$ cat config.mk
export PLATFORM = sky130hd
export DESIGN_NAME = pocfg_top
export DESIGN_NICKNAME = d
export VERILOG_FILES = /design/src/pocfg_pkg.sv /design/src/pocfg_top.sv
export VERILOG_INCLUDE_DIRS = /design/src
export SDC_FILE = /design/constraint.sdc
export NUM_CORES = 1
export LEC_CHECK = 0
export ABC_AREA = 1
export BUFFER_PORTS_ARGS = -buffer_cell sky130_fd_sc_hd__buf_2
export CAP_MARGIN = 20
export CORE_UTILIZATION = 30
export CTS_CLUSTER_SIZE = 10
export DETAILED_ROUTE_END_ITERATION = 16
export GPL_ROUTABILITY_DRIVEN = 0
export GPL_TIMING_DRIVEN = 0
export MAX_ROUTING_LAYER = met4
export SLEW_MARGIN = 20
export SYNTH_ARGS = -nofsm -noshare
export SYNTH_HDL_FRONTEND = slang
export SYNTH_SLANG_ARGS = --single-unit
export TNS_END_PERCENT = 30
$ cat constraint.sdc
create_clock -name hclk -period 1.49 [get_ports hclk]
set_input_delay 0.298 -clock hclk [delete_from_list [all_inputs] [get_ports hclk]]
set_output_delay 0.298 -clock hclk [all_outputs]
set_load 0.01 [all_outputs]
$ cat src/pocfg_params.svh
// Constants for the port overcurrent configuration bank.
// Assumes inclusion by bare name from the package and the top module.
`ifndef POCFG_PARAMS_SVH
`define POCFG_PARAMS_SVH

// Register indices; byte address is four times the index
`define POCFG_IDX_SEL2 17'h03C24
`define POCFG_IDX_SEL3 17'h03C28
`define POCFG_IDX_SEL4 17'h03C2C
`define POCFG_IDX_CDP 17'h05246
`define POCFG_IDX_GANG 17'h0525A
`define POCFG_IDX_CHOICE 17'h0525B
`define POCFG_IDX_IRQ_STAT 17'h05300
`define POCFG_IDX_IRQ_MASK 17'h05301

// Field positions
`define POCFG_SEL_LSB 0
`define POCFG_SEL_MSB 3
`define POCFG_GANG_LSB 1
`define POCFG_GANG_MSB 4
`define POCFG_CHOICE_MSB 5
`define POCFG_IRQ_OC_LSB 0
`define POCFG_IRQ_CDP_LSB 4

// Selector codes
`define POCFG_SRC_OFF 4'h0
`define POCFG_SRC_PIN 4'h1
`define POCFG_SRC_GPIO 4'h2
`define POCFG_SRC_FORCE 4'hF

// Reset values
`define POCFG_RST_SEL 8'h00
`define POCFG_RST_CDP 8'h00
`define POCFG_RST_GANG 8'h00
`define POCFG_RST_CHOICE 8'h00
`define POCFG_RST_IRQ 8'h00

// Timing: read wait states
`define POCFG_RD_WAIT 1

`endif

$ cat src/pocfg_pkg.sv
// Types for the port overcurrent configuration bank.
// Assumes pocfg_params.svh is on the include path.
`include "pocfg_params.svh"

package pocfg_pkg;

   typedef logic [16:0] pocfg_idx_t;

   // Captured AHB address phase
   typedef struct packed {
      logic valid;
      logic write;
      pocfg_idx_t idx;
   } pocfg_acc_s;

   // Per-port pin group, ports 4..1 in bits 3..0
   typedef struct packed {
      logic [3:0] sense;
      logic [3:0] gpio;
      logic [3:0] handshake;
   } pocfg_pins_s;

endpackage : pocfg_pkg

$ cat src/pocfg_top.sv
// Overcurrent configuration and status registers for a four-port hub, AHB-Lite slave.
// Assumes one clock hclk, port inputs synchronous to it, single word transfers.
//
// Decided for this implementation: register access over AHB-Lite.
`timescale 1ns/1ps
`include "pocfg_params.svh"

module pocfg_top (
   // Clock and reset
   input wire logic hclk,
   input wire logic hresetn,
   // AHB-Lite slave
   input wire logic hsel,
   input wire logic [31:0] haddr,
   input wire logic [1:0] htrans,
   input wire logic hwrite,
   input wire logic [2:0] hsize,
   input wire logic [31:0] hwdata,
   input wire logic hready,
   output logic hreadyout,
   output logic hresp,
   output logic [31:0] hrdata,
   // Port side
   input wire pocfg_pkg::pocfg_pins_s port_pins,
   input wire logic enumerated,
   output logic [3:0] port_overcurrent,
   output logic [3:0] port_disabled,
   // Shared fault pin
   input wire logic shared_fault_in,
   output logic shared_fault_out,
   output logic shared_fault_oe,
   output logic [5:0] shared_fault_pin_choice,
   // Interrupt
   output logic irq
);
   import pocfg_pkg::*;

   ////////////////////////////////////////////////////////////////////////////
   // Registers
   logic [7:0] sel_r [2:4];
   logic [7:0] cdp_r;
   logic [7:0] gang_r;
   logic [7:0] choice_r;
   logic [7:0] irq_stat_r;
   logic [7:0] irq_mask_r;
   pocfg_acc_s acc_r;
   logic rd_wait_r;

   logic [3:0] src [0:3];
   logic [3:0] raw_oc;
   logic [3:0] oc_nxt;
   logic [3:0] gang_en;
   logic gang_any;
   logic choice_ok;
   logic [7:0] irq_ev;
   logic wr_en;
   logic [7:0] wdat;
   logic [31:0] rd_nxt;

   function automatic logic choice_valid(input logic [5:0] c);
      case (c)
         6'h00, 6'h01, 6'h03, 6'h04, 6'h05, 6'h06, 6'h07: choice_valid = 1'b1;
         6'h08, 6'h09, 6'h0A, 6'h0B, 6'h0F: choice_valid = 1'b1;
         default: choice_valid = 1'b0;
      endcase
   endfunction : choice_valid

   ////////////////////////////////////////////////////////////////////////////
   // AHB address and data phase
   always_ff @(posedge hclk or negedge hresetn) begin
      if (!hresetn) begin
         acc_r <= '0;
      end else if (hready) begin
         acc_r.valid <= hsel & htrans[1];
         acc_r.write <= hwrite;
         acc_r.idx <= haddr[18:2];
      end
   end

   assign wr_en = acc_r.valid & acc_r.write;
   assign wdat = hwdata[7:0];

   // Reads take one wait state so hrdata comes from a flop
   always_ff @(posedge hclk or negedge hresetn) begin
      if (!hresetn) begin
         rd_wait_r <= 1'b0;
         hreadyout <= 1'b1;
      end else if (hready & hsel & htrans[1] & ~hwrite) begin
         rd_wait_r <= 1'b1;
         hreadyout <= 1'b0;
      end else begin
         rd_wait_r <= 1'b0;
         hreadyout <= 1'b1;
      end
   end

   always_ff @(posedge hclk or negedge hresetn) begin
      if (!hresetn) begin
         hresp <= 1'b0;
      end else begin
         hresp <= 1'b0;
      end
   end

   always_comb begin
      rd_nxt = 32'h00000000;
      case (acc_r.idx)
         `POCFG_IDX_SEL2: rd_nxt[7:0] = sel_r[2];
         `POCFG_IDX_SEL3: rd_nxt[7:0] = sel_r[3];
         `POCFG_IDX_SEL4: rd_nxt[7:0] = sel_r[4];
         `POCFG_IDX_CDP: rd_nxt[7:0] = cdp_r;
         `POCFG_IDX_GANG: rd_nxt[7:0] = gang_r;
         `POCFG_IDX_CHOICE: rd_nxt[7:0] = choice_r;
         `POCFG_IDX_IRQ_STAT: rd_nxt[7:0] = irq_stat_r;
         `POCFG_IDX_IRQ_MASK: rd_nxt[7:0] = irq_mask_r;
         default: rd_nxt = 32'h00000000;
      endcase
   end

   always_ff @(posedge hclk or negedge hresetn) begin
      if (!hresetn) begin
         hrdata <= 32'h00000000;
      end else if (rd_wait_r) begin
         hrdata <= rd_nxt;
      end
   end

   ////////////////////////////////////////////////////////////////////////////
   // Configuration registers
   always_ff @(posedge hclk or negedge hresetn) begin
      if (!hresetn) begin
         sel_r[2] <= `POCFG_RST_SEL;
         sel_r[3] <= `POCFG_RST_SEL;
         sel_r[4] <= `POCFG_RST_SEL;
      end else if (wr_en) begin
         // Whole byte stored, reserved upper nibble is read/write
         if (acc_r.idx == `POCFG_IDX_SEL2) sel_r[2] <= wdat;
         if (acc_r.idx == `POCFG_IDX_SEL3) sel_r[3] <= wdat;
         if (acc_r.idx == `POCFG_IDX_SEL4) sel_r[4] <= wdat;
      end
   end

   always_ff @(posedge hclk or negedge hresetn) begin
      if (!hresetn) begin
         gang_r <= `POCFG_RST_GANG;
      end else if (wr_en && acc_r.idx == `POCFG_IDX_GANG) begin
         gang_r <= wdat;
      end
   end

   always_ff @(posedge hclk or negedge hresetn) begin
      if (!hresetn) begin
         choice_r <= `POCFG_RST_CHOICE;
      end else if (wr_en && acc_r.idx == `POCFG_IDX_CHOICE) begin
         choice_r <= wdat;
      end
   end

   // Handshake flags: hardware set wins over a software write
   always_ff @(posedge hclk or negedge hresetn) begin
      if (!hresetn) begin
         cdp_r <= `POCFG_RST_CDP;
      end else begin
         cdp_r <= ((wr_en && acc_r.idx == `POCFG_IDX_CDP) ? wdat : cdp_r)
            | {4'h0, port_pins.handshake & {4{~enumerated}}};
      end
   end

   ////////////////////////////////////////////////////////////////////////////
   // Overcurrent source selection and ganging
   assign src[0] = `POCFG_SRC_PIN;
   assign src[1] = sel_r[2][`POCFG_SEL_MSB:`POCFG_SEL_LSB];
   assign src[2] = sel_r[3][`POCFG_SEL_MSB:`POCFG_SEL_LSB];
   assign src[3] = sel_r[4][`POCFG_SEL_MSB:`POCFG_SEL_LSB];
   assign gang_en = gang_r[`POCFG_GANG_MSB:`POCFG_GANG_LSB];
   assign choice_ok = choice_valid(choice_r[`POCFG_CHOICE_MSB:0]);
   assign gang_any = |(raw_oc & gang_en);

   genvar gi;
   generate
      for (gi = 0; gi < 4; gi++) begin : g_port
         logic raw_bit;
         // One process per port drives its own local bit only
         always_comb begin
            case (src[gi])
               `POCFG_SRC_OFF: raw_bit = 1'b0;
               `POCFG_SRC_PIN: raw_bit = port_pins.sense[gi];
               `POCFG_SRC_GPIO: raw_bit = port_pins.gpio[gi];
               `POCFG_SRC_FORCE: raw_bit = 1'b1;
               default: raw_bit = 1'b0;
            endcase
         end
         assign raw_oc[gi] = raw_bit;
         // Ganged port sees any ganged fault, or the shared pin when the pin choice is valid
         assign oc_nxt[gi] = raw_oc[gi]
            | (gang_en[gi] & (gang_any | (choice_ok & shared_fault_in)));
      end
   endgenerate

   always_ff @(posedge hclk or negedge hresetn) begin
      if (!hresetn) begin
         port_overcurrent <= 4'h0;
         port_disabled <= 4'h0;
      end else begin
         port_overcurrent <= oc_nxt;
         for (int i = 0; i < 4; i++) begin
            port_disabled[i] <= (src[i] == `POCFG_SRC_OFF);
         end
      end
   end

   // Shared pin driven only for a valid choice
   always_ff @(posedge hclk or negedge hresetn) begin
      if (!hresetn) begin
         shared_fault_out <= 1'b0;
         shared_fault_oe <= 1'b0;
         shared_fault_pin_choice <= 6'h00;
      end else begin
         shared_fault_out <= gang_any;
         shared_fault_oe <= choice_ok & gang_any;
         shared_fault_pin_choice <= choice_r[`POCFG_CHOICE_MSB:0];
      end
   end

   ////////////////////////////////////////////////////////////////////////////
   // Interrupts: overcurrent rise and handshake flag set
   assign irq_ev = {port_pins.handshake & {4{~enumerated}} & ~cdp_r[3:0],
                    oc_nxt & ~port_overcurrent};

   always_ff @(posedge hclk or negedge hresetn) begin
      if (!hresetn) begin
         irq_stat_r <= `POCFG_RST_IRQ;
      end else begin
         irq_stat_r <= (irq_stat_r
            & ~((wr_en && acc_r.idx == `POCFG_IDX_IRQ_STAT) ? wdat : 8'h00)) | irq_ev;
      end
   end

   always_ff @(posedge hclk or negedge hresetn) begin
      if (!hresetn) begin
         irq_mask_r <= `POCFG_RST_IRQ;
      end else if (wr_en && acc_r.idx == `POCFG_IDX_IRQ_MASK) begin
         irq_mask_r <= wdat;
      end
   end

   always_ff @(posedge hclk or negedge hresetn) begin
      if (!hresetn) begin
         irq <= 1'b0;
      end else begin
         irq <= |(irq_stat_r & irq_mask_r);
      end
   end

endmodule : pocfg_top

* Yosys cells after proc, flatten, opt, wreduce, memory -nomap -nowiden
Memories as Yosys holds them, arrays and structs flattened. Cells that the tools add are included.
Word-level totals: input port bits 88, bits in read-only memories 16, register bits after elaboration 109, memories 1, word-level logic and storage cells 90, output and inout port bits 51
Operators by class: reduce and logical (&&, ||, !) cells 14, eq/ne operators 17, multiplexer cells 9, bitwise operators 29
Memory list:
- (no name shown) | words 16, bits a word 1, read ports 1, clocked after Yosys merged registers in 0, wr ports 0, RTL line pocfg_top.sv:61 | case (c)
Operators by type and width (count):
- 17-bit by 15-bit equality test with 1-bit output, second input constant | 5
- 8-bit one-hot mux with 8 select lines | 1
- 17-bit by 14-bit equality test with 1-bit output, second input constant | 3
- 4-bit bitwise AND | 4
- 8-bit bitwise AND | 2
- 8-bit 2-to-1 mux | 2
- 4-bit by 1-bit equality test with 1-bit output, second input constant | 3
- 4-bit by 2-bit equality test with 1-bit output, second input constant | 3
- 4-bit equality test, second input constant | 3
- 4-bit logical NOT | 3
- 1-bit bitwise AND | 11
- 1-bit one-hot mux with 3 select lines | 3
- 4-bit NOT | 2
- 8-bit NOT | 1
- 8-bit by 4-bit bitwise OR with 8-bit output | 1
- 8-bit bitwise OR | 1
- 8-bit OR reduction | 1
- 2-bit AND reduction | 3
- 1-bit logical AND | 5
- 1-bit bitwise OR | 5
- 4-bit OR reduction | 1
- 1-bit 2-to-1 mux | 3
- 2-bit logical NOT | 1
- 1-bit NOT | 2

* Logic depth before layout (Yosys ltp)
depth in word-level cells 9, mapped depth 12, mapped depth without buffers 12

* Worst setup path after synthesis
No wires, ideal clock.
path type flip-flop to flip-flop, start point reg acc_r[7] (netlist bit), end point reg sel_r[21] (netlist bit), path slack -0.026 ns, path buffers 1, period minus slack after synthesis 1.516 ns, stages on the path, launching flop included 8, setup time 0.123 ns, data required time 1.367 ns, data arrival time 1.393 ns, cell sequence dfrtp_1 > nor2_4 > nand3_2 > nor3_4 > nand4_4 > buf_6 > nand2_2 > o21ai_2
On the way: longest elaborated chain between the ends 2
RTL lines:
- start: declaration | RTL line pocfg_top.sv:46 | pocfg_acc_s acc_r;
- 17-bit by 14-bit equality test with 1-bit output
- 2-bit AND reduction (no source line)
- end: declaration | RTL line pocfg_top.sv:40 | logic [7:0] sel_r [2:4];
No other way between the ends. A chain may end at the register's enable or synchronous reset.

* Final worst setup path
start point reg acc_r[10] (netlist bit), end point reg hrdata[4]
On the way: longest elaborated chain between the ends 2, elaborated cells between the ends (all ways) 9, those cells by class eq/ne (8); mux (1)
RTL lines:
- 17-bit by 15-bit equality test with 1-bit output / 17-bit by 14-bit equality test with 1-bit output (equally long branches) | RTL line pocfg_top.sv:107 | case (acc_r.idx)
- 8-bit one-hot mux with 8 select lines (*) | RTL line pocfg_top.sv:107
- end signal: assignment | RTL line pocfg_top.sv:124 | hrdata <= rd_nxt;
- end: declaration | RTL line pocfg_top.sv:22 | output logic [31:0] hrdata,
Mark *: on every way between the ends. The rest lies on a longest branch, timed or not.

==> impl_metrics.json <==
{
  "rows": 48,
  "whs_path_depth": 2,
  "fin_skew_ns": 0.0105,
  "path_max_fanout": 8,
  "yosysTopAreaCell": "dfrtp_1",
  "violations": "setup timing",
  "cp_slowest_stage_delay_ns": 0.42,
  "pwr_density_cell_mw_per_mm2": 897,
  "end_kind": "register",
  "hold_viol": 0,
  "period_share_pct": 114,
  "synth_ff_type": "dfrtp_1",
  "coreArea_mm2": 0.0175,
  "antenna_cells": 0,
  "timing.hold.ws_ns": 0.113,
  "drive_gt1_share_pct": 35.0,
  "status": "finished with violations",
  "syn_inst": 629,
  "clk_path_buf_depth": 2,
  "cp_top_family": "simple AND/OR/NAND/NOR gates",
  "syn_to_final_growth_pct": 32.9,
  "grt_remaining_overflow": 0,
  "cp-startpoint": "acc_r[10]",
  "fmax_mhz": 588,
  "post-route-min-period_ns": 1.70,
  "grt_pass1_vias": 4529,
  "worst_slack_ns": -0.210,
  "die_width_um": 137,
  "fillers": 1747,
  "synth_top_area_share_pct": 49.6,
  "port_buffers": 68,
  "wl_um": 15600,
  "drt-initial-drc-count": 357,
  "drc": 0,
  "ys_top_cells_by_area": "dfrtp_1 (50%), nand2_1 (12%), nand4_1 (6.4%), buf_4 (4.0%), o21ai_1 (3.6%)",
  "r2r_setup_slack_ns": -0.21,
  "ant_nets": 0,
  "cts-root-buf": "clkbuf_16",
  "die_h_um": 137,
  "vias": 4864,
  "boundaryPins": 139,
  "die-area_mm2": 0.0187,
  "final_nets": 860,
  "worstMarginPinSlew_ns": 0.630,
  "htreeDepth": 3,
  "first_pass_iters": 5,
  "synth_edf_count": 0,
  "clkTransAtPathRegs_ns": 0.07,
  "finalPower_mw": 6.50,
  "synth_cell_types": 34,
  "arrival_ns": 2.00,
  "numCtsBuffers": 9,
  "final_max_slew_viol_count": 0,
  "ys_warn_count": 0,
  "p_leak_nw": 3.61,
  "layout_common_cells": "nand2_1 (167), dfrtp_1 (97), buf_2 (71)",
  "cts_tree": "built",
  "vdd_drop_max_mv": 0.523,
  "grt_max_degree": 68,
  "via_per_inst": 4.85,
  "cp-endpoint": "hrdata[4]",
  "report.final.setup_viol": 72,
  "cp.depth": 10,
  "crit_chain": "nor2_4, nand3_2, nor2_4, buf_6, nand3_4, o21ai_2, nor2_1, nand2_1, nand2_1, nand2_1",
  "r2r-start": "acc_r[10]",
  "final_common_cell": "nand2_1",
  "rsz0062_at_grt": "true",
  "antenna_found_initial": 0,
  "wl_per_cell_um": 15.6,
  "slew_headroom_pct": 58.0,
  "cp_data_required_time_ns": 1.78,
  "initial_utilization_pct": 31.1,
  "critPathSlowestCell": "dfrtp_1",
  "clock_sinks": 109,
  "rr_endpoint": "hrdata[4]",
  "yosysSeqAreaShare_pct": 50.1,
  "syn_avg_cell_area_um2": 8.66,
  "insertion_delay_ns": 0.36,
  "grt_pass1_wl_um": 24200,
  "ys_seq_elements": 109,
  "synthesis.area_mm2": 0.00545,
  "maxCapViolations": 0,
  "hpwl_um": 11000,
  "cpMostUsedCell": "nand2_1",
  "critical_path_class": "reg -> reg",
  "async_flop_share_pct": 100,
  "setup_tns_ns": -8.79,
  "startpoint_type": "register",
  "r2r_cells": 10,
  "globalRouteTotalUtil_pct": 17.8,
  "hp-class": "in -> reg",
  "cp.buffers_inverters": 1
}
==> logic make-up (layout without fill, tap and decap cells) <==
| group | after synthesis | in the layout | share of synthesized area, % |
|---|---|---|---|
| compound gates | 95 | 95 | 9.73 |
| mux | 6 | 6 | 1.24 |
| simple gates | 322 | 322 | 29.7 |
| other cells | 1 | 26 | 0.0688 |
| flops | 109 | 109 | 50.1 |
| buf+inv | 96 | 219 | 9.16 |
==> power breakdown <==
group / total, mW / switching [mW] / leakage [nW] / internal (mW)
registers: 3.10 / 0.0790 / 1.11 / 3.02
logic: 0.631 / 0.410 / 2.33 / 0.220
clock network: 2.77 / 1.13 / 0.169 / 1.64
total: 6.50 / 1.62 / 3.61 / 4.88
==> sequential cells by signal, summed over array words and instances (netlist names) <==
register                 flops
sel_r                       24
port_disabled                3
cdp_r                        8
irq_stat_r                   8
acc_r                       19
shared_fault_out             1
choice_r                     8
port_overcurrent             4
hrdata                       8
rd_wait_r                    1
irq_mask_r                   8
hreadyout                    1
irq                          1
shared_fault_oe              1
shared_fault_pin_choice      6
gang_r                       8
==> worst min path at each step <==
stage / startpoint / end / slack [ns]
6_report: hwrite / rd_wait_r / 0.11
5_1_grt: hwrite / rd_wait_r / 0.13
4_1_cts: hwrite / rd_wait_r / 0.11
3_5_place_dp: hresetn / hrdata[0] / 0.35
3_3_place_gp: choice_r[5] / shared_fault_pin_choice[5] / 0.40
2_1_floorplan: hresetn / acc_r[0] / 0.002
==> routing by layer <==
metal  vias up  wire [um]  GRT usage [%]
met1      2332       6680           23.1
met4         0        354           5.74
met5         -          0              -
met2       143       7640           28.5
met3        30        959           2.81
li1       2359          -              -
==> metrics by stage <==
step	utilization, %	cells	cell area (um2)	setup WS, ns
4_1_cts	39.6	983	6950	-0.187
3_5_place_dp	35.4	948	6200	-0.539
3_3_place_gp	35.2	947	6170	-1.21
5_1_grt	41.3	1002	7240	-0.330
6_report	41.3	1002	7240	-0.210
2_1_floorplan	-	654	5540	-0.0260
==> cell usage after synthesis (3+ instances only) <==
cell type  instances
buf_4             29
clkbuf_1           6
nand4_2            3
nor2_4             6
nor2_1            30
inv_1             44
nand2_1          178
nor4_1             3
o211ai_1           4
nand3_1           22
o21ai_0           38
buf_6              3
nor2_2             4
buf_2              4
nor3_2             3
nand3_2            4
mux2_2             6
inv_2              6
nand4_4            3
nand4_1           56
o21ai_1           39
dfrtp_1          108
o21ai_2           10
nand2_2            3
==> timing repair <==
action / CTS / global route
endpoints found under the hold margin: 65 / 0
hold buffers: 1 / 0
setup buffers: 16 / 16
cloned: 2 / 3
pin swaps: 15 / 22
gates resized for setup: 72 / 49
setup endpoints to repair: 74 / 76
==> area by class of cell <==
cell class	count	area (um2)	share of cell area [%]
sequential	109	2740	37.9
multi-input combinational	449	2570	35.5
timing repair buffer	107	753	10.4
buffer	44	345	4.77
tap	225	282	3.89
clock buffer	9	225	3.11
inverter	52	210	2.90
clock inverter	7	114	1.57
(Power assumes the default switching activity.)
